File: src/shared/lfcs_defs.vh
// Constants for the low-frequency clock source selector block.
// Assumes inclusion by bare name from the design file.
`ifndef LFCS_DEFS_VH
`define LFCS_DEFS_VH
// Register byte offsets on the AXI4-Lite slave
`define LFCS_CTRL_OFS 4'h0
`define LFCS_STAT_OFS 4'h4
`define LFCS_MASK_OFS 4'h8
`define LFCS_SENSE_OFS 4'hc
// Control register fields
`define LFCS_CTRL_KEEP_BIT 0
`define LFCS_CTRL_DRV_LO 1
`define LFCS_CTRL_TRIM_EN_BIT 3
`define LFCS_CTRL_TRIM_LO 8
// Status and mask field
`define LFCS_STAT_CHG_BIT 0
// Sense register fields
`define LFCS_SENSE_SRC_BIT 0
`define LFCS_SENSE_V13_BIT 1
`define LFCS_SENSE_PEND_BIT 2
// Reset values
`define LFCS_DRV_RST 2'h1
`define LFCS_MASK_RST 1'b1
// AXI responses
`define LFCS_RESP_OK 2'h0
`define LFCS_RESP_ERR 2'h2
// Seconds divider nominal length in time-base cycles
`define LFCS_SEC_CYCLES 17'h08000
// Backup oscillator cycles without crystal edges before crystal is judged lost
`define LFCS_LOSS_CYCLES 4
// Crystal edges needed, each within the window, to accept the crystal
`define LFCS_GOOD_EDGES 8
// Ends of the mode-pin code range that raises backup supply to the high level in on modes
`define LFCS_POWERUP_MODE_PINS_HI_A 4'h6
`define LFCS_POWERUP_MODE_PINS_HI_B 4'h9
`endif

File: src/hw/lfcs_top.v
// Low-frequency time base selector, switch that parks the output low, seconds divider,
// reference clock output control and AXI4-Lite registers.
// Assumes crystal and backup oscillator levels arrive synchronous to mclk,
// which is far faster than either, and nrst is the backup power-on reset.
//
// Behaviour
// RULE1: Backup oscillator substitutes when crystal stops; code judges the stop by backup edges, which it disables on crystal
// RULE2: Backup runs on valid battery, unused with crystal; code disables it while crystal is selected
// RULE3: Control functions use crystal clock when present
// RULE4: Output held stable during source change
// RULE5: Lost crystal falls back to backup; code counts loss in backup edges, which stop while crystal is selected
// RULE6: Source status reads 0 backup, 1 crystal
// RULE7: Source change sets flag; unmasked raises interrupt
// RULE8: Keep-on set keeps processor clock always
// RULE9: Keep-on clear stops processor clock in off
// RULE10: Backup supply enabled from reset, never disabled; code holds it low during nrst, sets it one cycle after release
// RULE11: Mode pins pick 1.3 V or 1.2 V
// RULE12: Two-bit drive select, reset value 01
// RULE13: Processor pulls power key low to wake
// RULE14: External key pull looks like key press
// RULE15: Seconds tick from trimmed 32768-cycle counter
// RULE16: Trim is five-bit two's complement word
// RULE17: Flag latched until one written; irq follows
// RULE18: Sources masked at reset; unmask fires pending
// RULE19: Crystal judged by edges against backup cycles
//
// Implementation choices: the AXI4-Lite interface to the registers and the placing of the registers.
`timescale 1ns/10ps
`include "lfcs_defs.vh"
module lfcs_top #(
    parameter LOSS_CYCLES = `LFCS_LOSS_CYCLES,
    parameter GOOD_EDGES = `LFCS_GOOD_EDGES,
    parameter [16:0] SEC_CYCLES = `LFCS_SEC_CYCLES
) (
    input wire mclk,
    input wire nrst,
    input wire xtal_clk_in,
    input wire backup_osc_in,
    input wire main_battery_supply_ok,
    input wire sys_off,
    input wire [3:0] powerup_mode_pins,
    input wire power_key_input_n,
    output wire backup_osc_enable,
    output reg time_base_clk,
    output reg clock_source_status,
    output wire processor_ref_clock_out,
    output wire processor_ref_clock_en,
    output wire general_ref_clock_out,
    output wire general_ref_clock_en,
    output wire [1:0] ref_clock_drive_sel,
    output reg backup_domain_supply_en,
    output wire backup_supply_1v3,
    output reg seconds_tick,
    output reg power_on_request,
    output wire irq,
    input wire [3:0] s_axi_awaddr,
    input wire s_axi_awvalid,
    output wire s_axi_awready,
    input wire [31:0] s_axi_wdata,
    input wire [3:0] s_axi_wstrb,
    input wire s_axi_wvalid,
    output wire s_axi_wready,
    output reg [1:0] s_axi_bresp,
    output reg s_axi_bvalid,
    input wire s_axi_bready,
    input wire [3:0] s_axi_araddr,
    input wire s_axi_arvalid,
    output wire s_axi_arready,
    output reg [31:0] s_axi_rdata,
    output reg [1:0] s_axi_rresp,
    output reg s_axi_rvalid,
    input wire s_axi_rready
);
    // Switch state machine, one-hot
    localparam ST_RUN = 2'b01;
    localparam ST_HOLD = 2'b10;

    // True when an address is one of the four mapped words
    function mapped;
        input [3:0] addr;
        begin
            mapped = (addr[1:0] == 2'h0);
        end
    endfunction

    reg xtal_d; // Previous crystal level for edge detect
    reg bko_d; // Previous backup oscillator level
    reg [7:0] miss_cnt; // Backup cycles since last crystal edge
    reg [7:0] good_cnt; // Consecutive healthy crystal edges
    reg xtal_ok; // Crystal judged running
    reg [1:0] st; // Switch state
    reg tb_d; // Previous time base level for tick counter
    reg [16:0] sec_cnt; // Seconds divider count
    reg key_d; // Previous power key level
    reg powerup_mode_pins_taken; // Mode pins already captured
    reg [3:0] powerup_mode_pins_lat; // Captured mode pins
    reg keep_on; // Secure clock keep-on control
    reg [1:0] drv_sel; // Drive strength select
    reg trim_en; // Apply trim to divider
    reg [4:0] trim; // Seconds trim word, two's complement
    reg chg_flag; // Sticky clock change flag
    reg chg_mask; // Mask for clock change flag
    reg aw_held; // Write address captured
    reg w_held; // Write data captured
    reg [3:0] aw_addr; // Captured write address
    reg [31:0] w_data; // Captured write data
    reg [3:0] w_strb; // Captured byte strobes
    wire xtal_edge; // Rising edge of crystal
    wire bko_edge; // Rising edge of backup oscillator
    wire want_xtal; // Desired source
    wire src_change; // Selection flips this cycle
    wire [16:0] sec_end; // Trimmed terminal count
    wire wr_go; // Write commits this cycle
    wire wr_clr; // Write one to clear the change flag
    wire [31:0] ctrl_word; // Control register image
    wire [31:0] sense_word; // Read-only sense image

    assign xtal_edge = xtal_clk_in & ~xtal_d;
    assign bko_edge = backup_osc_in & ~bko_d;

    // RULE2: Backup runs gated
    // Running the backup while the crystal is selected would waste coin charge.
    assign backup_osc_enable = main_battery_supply_ok & ~clock_source_status;

    // RULE19: Crystal edge supervision
    // Missing edges are counted in backup cycles; with the backup stopped the
    // crystal is the sole source, so loss is only judged while backup runs.
    always @(posedge mclk) begin
        if (!nrst) begin
            xtal_d <= 1'b0;
            bko_d <= 1'b0;
            miss_cnt <= 8'h00;
            good_cnt <= 8'h00;
            xtal_ok <= 1'b0;
        end else begin
            xtal_d <= xtal_clk_in;
            bko_d <= backup_osc_in;
            if (xtal_edge) begin
                miss_cnt <= 8'h00;
                if (good_cnt == GOOD_EDGES[7:0] - 8'h01)
                    xtal_ok <= 1'b1;
                else
                    good_cnt <= good_cnt + 8'h01;
            end else if (bko_edge) begin
                // RULE5: Fallback on loss
                if (miss_cnt == LOSS_CYCLES[7:0] - 8'h01) begin
                    xtal_ok <= 1'b0;
                    good_cnt <= 8'h00;
                end else begin
                    miss_cnt <= miss_cnt + 8'h01;
                end
            end
        end
    end

    // RULE1: Backup substitutes
    assign want_xtal = xtal_ok;
    assign src_change = (st == ST_HOLD) & ~backup_osc_in & ~xtal_clk_in;

    // Source switch: park the output low at once, wait for both clocks low, then swap sources.
    always @(posedge mclk) begin
        if (!nrst) begin
            st <= ST_RUN;
            clock_source_status <= 1'b0;
            time_base_clk <= 1'b0;
        end else begin
            case (st)
                ST_RUN: begin
                    if (want_xtal != clock_source_status)
                        st <= ST_HOLD;
                    // RULE3: Crystal drives control
                    time_base_clk <= clock_source_status ? xtal_clk_in : backup_osc_in;
                end
                ST_HOLD: begin
                    // RULE4: Hold output low
                    // Holding low at once can cut short a high pulse already begun.
                    time_base_clk <= 1'b0;
                    if (src_change) begin
                        // RULE6: Source status bit
                        clock_source_status <= want_xtal;
                        st <= ST_RUN;
                    end
                end
                default: st <= ST_RUN;
            endcase
        end
    end

    // RULE16: Signed trim word
    assign sec_end = SEC_CYCLES - 17'h00001
        + (trim_en ? {{12{trim[4]}}, trim} : 17'h00000);

    // RULE15: Seconds divider
    // Trim only alters the count length; the output clocks are untouched.
    always @(posedge mclk) begin
        if (!nrst) begin
            tb_d <= 1'b0;
            sec_cnt <= 17'h00000;
            seconds_tick <= 1'b0;
        end else begin
            tb_d <= time_base_clk;
            seconds_tick <= 1'b0;
            if (time_base_clk & ~tb_d) begin
                if (sec_cnt >= sec_end) begin
                    sec_cnt <= 17'h00000;
                    seconds_tick <= 1'b1;
                end else begin
                    sec_cnt <= sec_cnt + 17'h00001;
                end
            end
        end
    end

    // RULE8: Keep-on in all states
    // RULE9: Off stops without keep-on
    assign processor_ref_clock_en = keep_on | ~sys_off;
    assign processor_ref_clock_out = time_base_clk & processor_ref_clock_en;
    assign general_ref_clock_en = ~sys_off;
    assign general_ref_clock_out = time_base_clk & general_ref_clock_en;
    // RULE12: Drive select output
    assign ref_clock_drive_sel = drv_sel;

    // RULE11: Supply level from pins
    assign backup_supply_1v3 = ~sys_off & main_battery_supply_ok
        & (powerup_mode_pins_lat >= `LFCS_POWERUP_MODE_PINS_HI_A) & (powerup_mode_pins_lat <= `LFCS_POWERUP_MODE_PINS_HI_B);

    // Mode pins caught once after reset release; key fall raises turn-on.
    always @(posedge mclk) begin
        if (!nrst) begin
            powerup_mode_pins_taken <= 1'b0;
            powerup_mode_pins_lat <= 4'h0;
            backup_domain_supply_en <= 1'b0;
            key_d <= 1'b1;
            power_on_request <= 1'b0;
        end else begin
            if (!powerup_mode_pins_taken) begin
                powerup_mode_pins_taken <= 1'b1;
                powerup_mode_pins_lat <= powerup_mode_pins;
            end
            // RULE10: Supply always enabled
            backup_domain_supply_en <= 1'b1;
            key_d <= power_key_input_n;
            // RULE13: Wired pull on key
            // RULE14: Same as key press
            power_on_request <= key_d & ~power_key_input_n;
        end
    end

    // AXI4-Lite write: address and data captured in either order.
    assign s_axi_awready = ~aw_held & ~s_axi_bvalid;
    assign s_axi_wready = ~w_held & ~s_axi_bvalid;
    assign wr_go = aw_held & w_held & ~s_axi_bvalid;
    assign wr_clr = wr_go & (aw_addr == `LFCS_STAT_OFS) & w_strb[0]
        & w_data[`LFCS_STAT_CHG_BIT];

    // Register writes and bus handshake
    always @(posedge mclk) begin
        if (!nrst) begin
            aw_held <= 1'b0;
            w_held <= 1'b0;
            aw_addr <= 4'h0;
            w_data <= 32'h00000000;
            w_strb <= 4'h0;
            s_axi_bvalid <= 1'b0;
            s_axi_bresp <= `LFCS_RESP_OK;
            keep_on <= 1'b0;
            drv_sel <= `LFCS_DRV_RST;
            trim_en <= 1'b0;
            trim <= 5'h00;
            // RULE18: Masked at reset
            chg_mask <= `LFCS_MASK_RST;
            chg_flag <= 1'b0;
        end else begin
            if (s_axi_awvalid & s_axi_awready) begin
                aw_held <= 1'b1;
                aw_addr <= s_axi_awaddr;
            end
            if (s_axi_wvalid & s_axi_wready) begin
                w_held <= 1'b1;
                w_data <= s_axi_wdata;
                w_strb <= s_axi_wstrb;
            end
            if (s_axi_bvalid & s_axi_bready)
                s_axi_bvalid <= 1'b0;
            if (wr_go) begin
                aw_held <= 1'b0;
                w_held <= 1'b0;
                s_axi_bvalid <= 1'b1;
                s_axi_bresp <= mapped(aw_addr) ? `LFCS_RESP_OK : `LFCS_RESP_ERR;
                if (aw_addr == `LFCS_CTRL_OFS) begin
                    if (w_strb[0]) begin
                        keep_on <= w_data[`LFCS_CTRL_KEEP_BIT];
                        drv_sel <= w_data[`LFCS_CTRL_DRV_LO +: 2];
                        trim_en <= w_data[`LFCS_CTRL_TRIM_EN_BIT];
                    end
                    if (w_strb[1])
                        trim <= w_data[`LFCS_CTRL_TRIM_LO +: 5];
                end
                if ((aw_addr == `LFCS_MASK_OFS) & w_strb[0])
                    chg_mask <= w_data[`LFCS_STAT_CHG_BIT];
            end
            // RULE7: Change sets flag
            // RULE17: Write one clears
            // A change in the clearing cycle wins, so no event is lost.
            if (src_change)
                chg_flag <= 1'b1;
            else if (wr_clr)
                chg_flag <= 1'b0;
        end
    end

    // RULE7: Unmasked flag drives irq
    assign irq = chg_flag & ~chg_mask;

    assign ctrl_word = {19'h00000, trim, 4'h0, trim_en, drv_sel, keep_on};
    assign sense_word = {29'h00000000, st == ST_HOLD, backup_supply_1v3,
        clock_source_status};

    // AXI4-Lite read: one outstanding, answer one cycle after address.
    assign s_axi_arready = ~s_axi_rvalid;
    always @(posedge mclk) begin
        if (!nrst) begin
            s_axi_rvalid <= 1'b0;
            s_axi_rdata <= 32'h00000000;
            s_axi_rresp <= `LFCS_RESP_OK;
        end else if (s_axi_arvalid & s_axi_arready) begin
            s_axi_rvalid <= 1'b1;
            s_axi_rresp <= mapped(s_axi_araddr) ? `LFCS_RESP_OK : `LFCS_RESP_ERR;
            case (s_axi_araddr)
                `LFCS_CTRL_OFS: s_axi_rdata <= ctrl_word;
                `LFCS_STAT_OFS: s_axi_rdata <= {31'h00000000, chg_flag};
                `LFCS_MASK_OFS: s_axi_rdata <= {31'h00000000, chg_mask};
                `LFCS_SENSE_OFS: s_axi_rdata <= sense_word;
                default: s_axi_rdata <= 32'h00000000;
            endcase
        end else if (s_axi_rready) begin
            s_axi_rvalid <= 1'b0;
        end
    end
endmodule

File: config.mk
export PLATFORM = sky130hd
export DESIGN_NAME = lfcs_top
export DESIGN_NICKNAME = d
export VERILOG_FILES = /design/src/hw/lfcs_top.v
export VERILOG_INCLUDE_DIRS = /design/src /design/src/shared
export SDC_FILE = /design/constraint.sdc
export NUM_CORES = 1
export LEC_CHECK = 0
export ABC_AREA = 1
export BUFFER_PORTS_ARGS = -buffer_cell sky130_fd_sc_hd__buf_4
export CAP_MARGIN = 0
export CORE_MARGIN = 3
export CORE_UTILIZATION = 35
export DETAILED_ROUTE_END_ITERATION = 16
export PLACE_DENSITY_LB_ADDON = 0.05
export SLEW_MARGIN = 20
export SYNTH_ARGS = -nofsm -noshare
export SYNTH_HDL_FRONTEND = slang
export SYNTH_SLANG_ARGS = --single-unit
File: constraint.sdc
create_clock -name mclk -period 3.4 [get_ports mclk]
set_input_delay 0.51 -clock mclk [delete_from_list [all_inputs] [get_ports mclk]]
set_output_delay 0.51 -clock mclk [all_outputs]
set_load 0.01 [all_outputs]
==> reports/metrics.yaml <==
cts:
  cts_setup_buffers: 0
  cts-buffers-inserted: 9
  h-tree-depth: 3
  root_buffer: "clkbuf_16"
  cts_tree: "done"
  holdBufCountCts: 0
  clk_path_buf_depth: 2
  clkTransAtPathRegs_ns: 0.06
  clock_latency_ns: 0.34
  cts_sinks: 89
  cts_resized: 0
timing:
  finClkSkew_ns: 0.00461
  tns_ns: 0
  finalSetupViolCount: 0
  final.setup.worst_slack_ns: 0.759
  fmax_mhz: 379
  worst_pin_slew_ns: 0.725
  timing.final.crit_period_ns: 2.64
  min_period_over_period_pct: 77.7
  relSlewSlack_pct: 51.6
  rsz0062_at_grt: "no"
  slew_viol_final: 0
  hold_viol: 0
  holdWs_ns: 0.371
layout:
  final_area_sq_um: 5500
  fin_nets: 788
  n_antenna_cell: 0
  drive_gt1_share_pct: 16.5
  nFillCells: 1307
  areaGrowthSynthToFinish_pct: 18.2
  post_layout_nonfiller_instances: 879
pwr:
  p_comb_share_pct: 13.1
  irDropWorstVdd_uv: 228
  p_sw_mw: 0.654
  p_per_area_nw_per_um2: 456
  clockPowerShare_pct: 41.3
  leakagePower_nw: 2.55
  switching_share_pct: 26.1
  internal-power_mw: 1.86
  pwr-share-seq_pct: 45.7
synthesis:
  syn_area_sq_um: 4650
  synth_seq_area_share_pct: 38.3
  synth_warnings: 0
  ys_types: 42
  synth-seq-cells: 89
  yosysTopAreaCell: "dfxtp_1"
  synth_area_per_cell_sq_um: 7.27
  synth.area.top_cells: "dfxtp_1 38%, nor2_1 9.0%, nand2_1 8.7%"
  syn_inst: 640
  synth_top_area_share_pct: 38.3
place:
  dpl_worst_slack_ns: 0.742
  place_hpwl_um: 7900
  dp.cells: 863
  port_buffers: 63
  placed_area_sq_um: 5180
  gp_congestion: 0.816
drt:
  viasPerCell: 4.46
  vias: 3923
  initialDrtViolationCount: 152
  drt_pass1_iterations: 4
  ant_nets: 0
  wl_per_cell_um: 11.6
  finalWirelength_um: 10200
  drc: 0
global_route:
  use_met1_pct: 18.8
  gr-usage-met2_pct: 22.8
  use_met3_pct: 3.40
  grt_max_degree: 44
  antenna_found_initial: 0
  grt_busiest_layer: "met2"
  grt_usage_pct: 14.3
  grt_pass1_wl_um: 17000
  grt-ovfl-total: 0
  grt_pass1_vias: 3618
floorplan:
  rows: 41
  core_area_sq_um: 12800
  die_h_um: 121
  die_area_sq_um: 14700
  die_w_um: 121
  io_pins: 115
  start_util_pct: 36.3
setup_path:
  cp_data_required_time_ns: 3.62
  start_kind: "flip-flop"
  end_kind: "flip-flop"
  rrSetupSlack_ns: 0.76
  crit_type: "flip-flop to flip-flop"
  arrival_ns: 2.86
  worst-path-max-fanout: 17
min_path:
  min_path_type: "input pin to flip-flop"
run:
  cap_viol_max_count: 0
outcome:
  status: "finished clean"
power by group through the flow:
stage,Sequential [mW],Clock [mW],Combinational [mW]
floorplan,1.16,0,0.237
finish,1.15,1.04,0.329
global placement,1.17,0,0.325
detailed placement,1.17,0,0.331
global route,1.16,1.11,0.379
CTS,1.15,1.07,0.333
state kept, by name, summed over array words and instances, names as in the netlist, 2 cells and up:
| register | count |
|---|---|
| powerup_mode_pins_lat | 3 |
| w_data | 9 |
| ref_clock_drive_sel | 2 |
| st | 2 |
| sec_cnt | 17 |
| miss_cnt | 8 |
| trim | 5 |
| w_strb | 2 |
| aw_addr | 4 |
| good_cnt | 8 |
| s_axi_rdata | 9 |
critical path: stages (launching register included):
cell and delay, ns:
dfxtp_1 0.38, nand2_1 0.17, nand3_1 0.13, nor2_1 0.18, nand2_1 0.08, ha_1 0.28
inv_1 0.06, ha_1 0.27, nand2_1 0.07, nor2_2 0.17, nand3_1 0.11, nor2_1 0.09
nor2_1 0.04, nand3_1 0.11, nand2_1 0.09, nand2_4 0.23, nor2_1 0.07
final timing paths:
check	startpoint	endpoint	depth (start not counted)
hold reg to reg	key_d	power_on_request	2
setup / recovery	trim_en	sec_cnt[5]	16
hold / removal	xtal_clk_in	xtal_d	3
setup reg to reg	trim_en	sec_cnt[5]	16
through the flow:
step,utilization [%],total power [mW]
floorplan,-,1.40
global placement,40.4,1.49
detailed placement,40.4,1.50
CTS,42.9,2.55
global route,42.9,2.65
finish,42.9,2.51
routing by layer:
layer | wire (um) | part of all wire (%) | vias to the layer above
li1 | - | - | 2117
met1 | 5000 | 49 | 1711
met2 | 4560 | 45 | 83
met3 | 483 | 4.7 | 12
met4 | 162 | 1.6 | 0
met5 | 0 | 0 | -
placed cells by master (no fill, tap or decap), drive strengths merged:
cell	Yosys	routed
xnor2	2	2
nand3	36	36
clkinvlp	0	2
inv	76	76
a21oi	33	33
nand4	6	6
nor3b	2	2
o21a	1	1
ha	26	26
conb	1	25
nor2	131	131
bufinv	0	1
or2	2	2
o41ai	1	1
nor3	8	8
o21bai	1	1
clkbuf	6	12
nand3b	2	2
a21o	2	2
xor2	16	16
o22ai	2	2
dfxtp	89	89
buf	30	63
o211ai	1	1
a21boi	2	2
and2	1	1
a22oi	6	6
nand2	114	114
o21ai	42	42
clkinv	1	2
layout make-up:
type                            instances  area, sq um  area share, %
Multi-Input combinational cell        462         2420           44.1
Sequential cell                        89         1780           32.4
Timing Repair Buffer                   63          473           8.60
Inverter                               77          289           5.25
Clock buffer                           12          267           4.85
Tap cell                              172          215           3.91
Clock inverter                          4         50.0          0.910
Yosys cell counts, drive strengths merged:
cell / number
a21boi: 2
a21o: 2
a21oi: 33
a22oi: 6
and2: 1
buf: 30
clkbuf: 6
clkinv: 1
conb: 1
dfxtp: 89
ha: 26
inv: 76
nand2: 114
nand3: 36
nand3b: 2
nand4: 6
nor2: 131
nor3: 8
nor3b: 2
o211ai: 1
o21a: 1
o21ai: 42
o21bai: 1
o22ai: 2
o41ai: 1
or2: 2
xnor2: 2
xor2: 16
logic make-up (layout without fill, tap and decap cells):
family	after synthesis	in the layout	synth area share [%]
buf+inv	113	156	11.6
simple gates	302	302	29.0
compound gates	91	91	10.7
other cells	1	25	0.0806
xor+xnor	18	18	3.39
flops	89	89	38.3
fa+ha+maj	26	26	6.99
(Power assumes the default switching activity.)
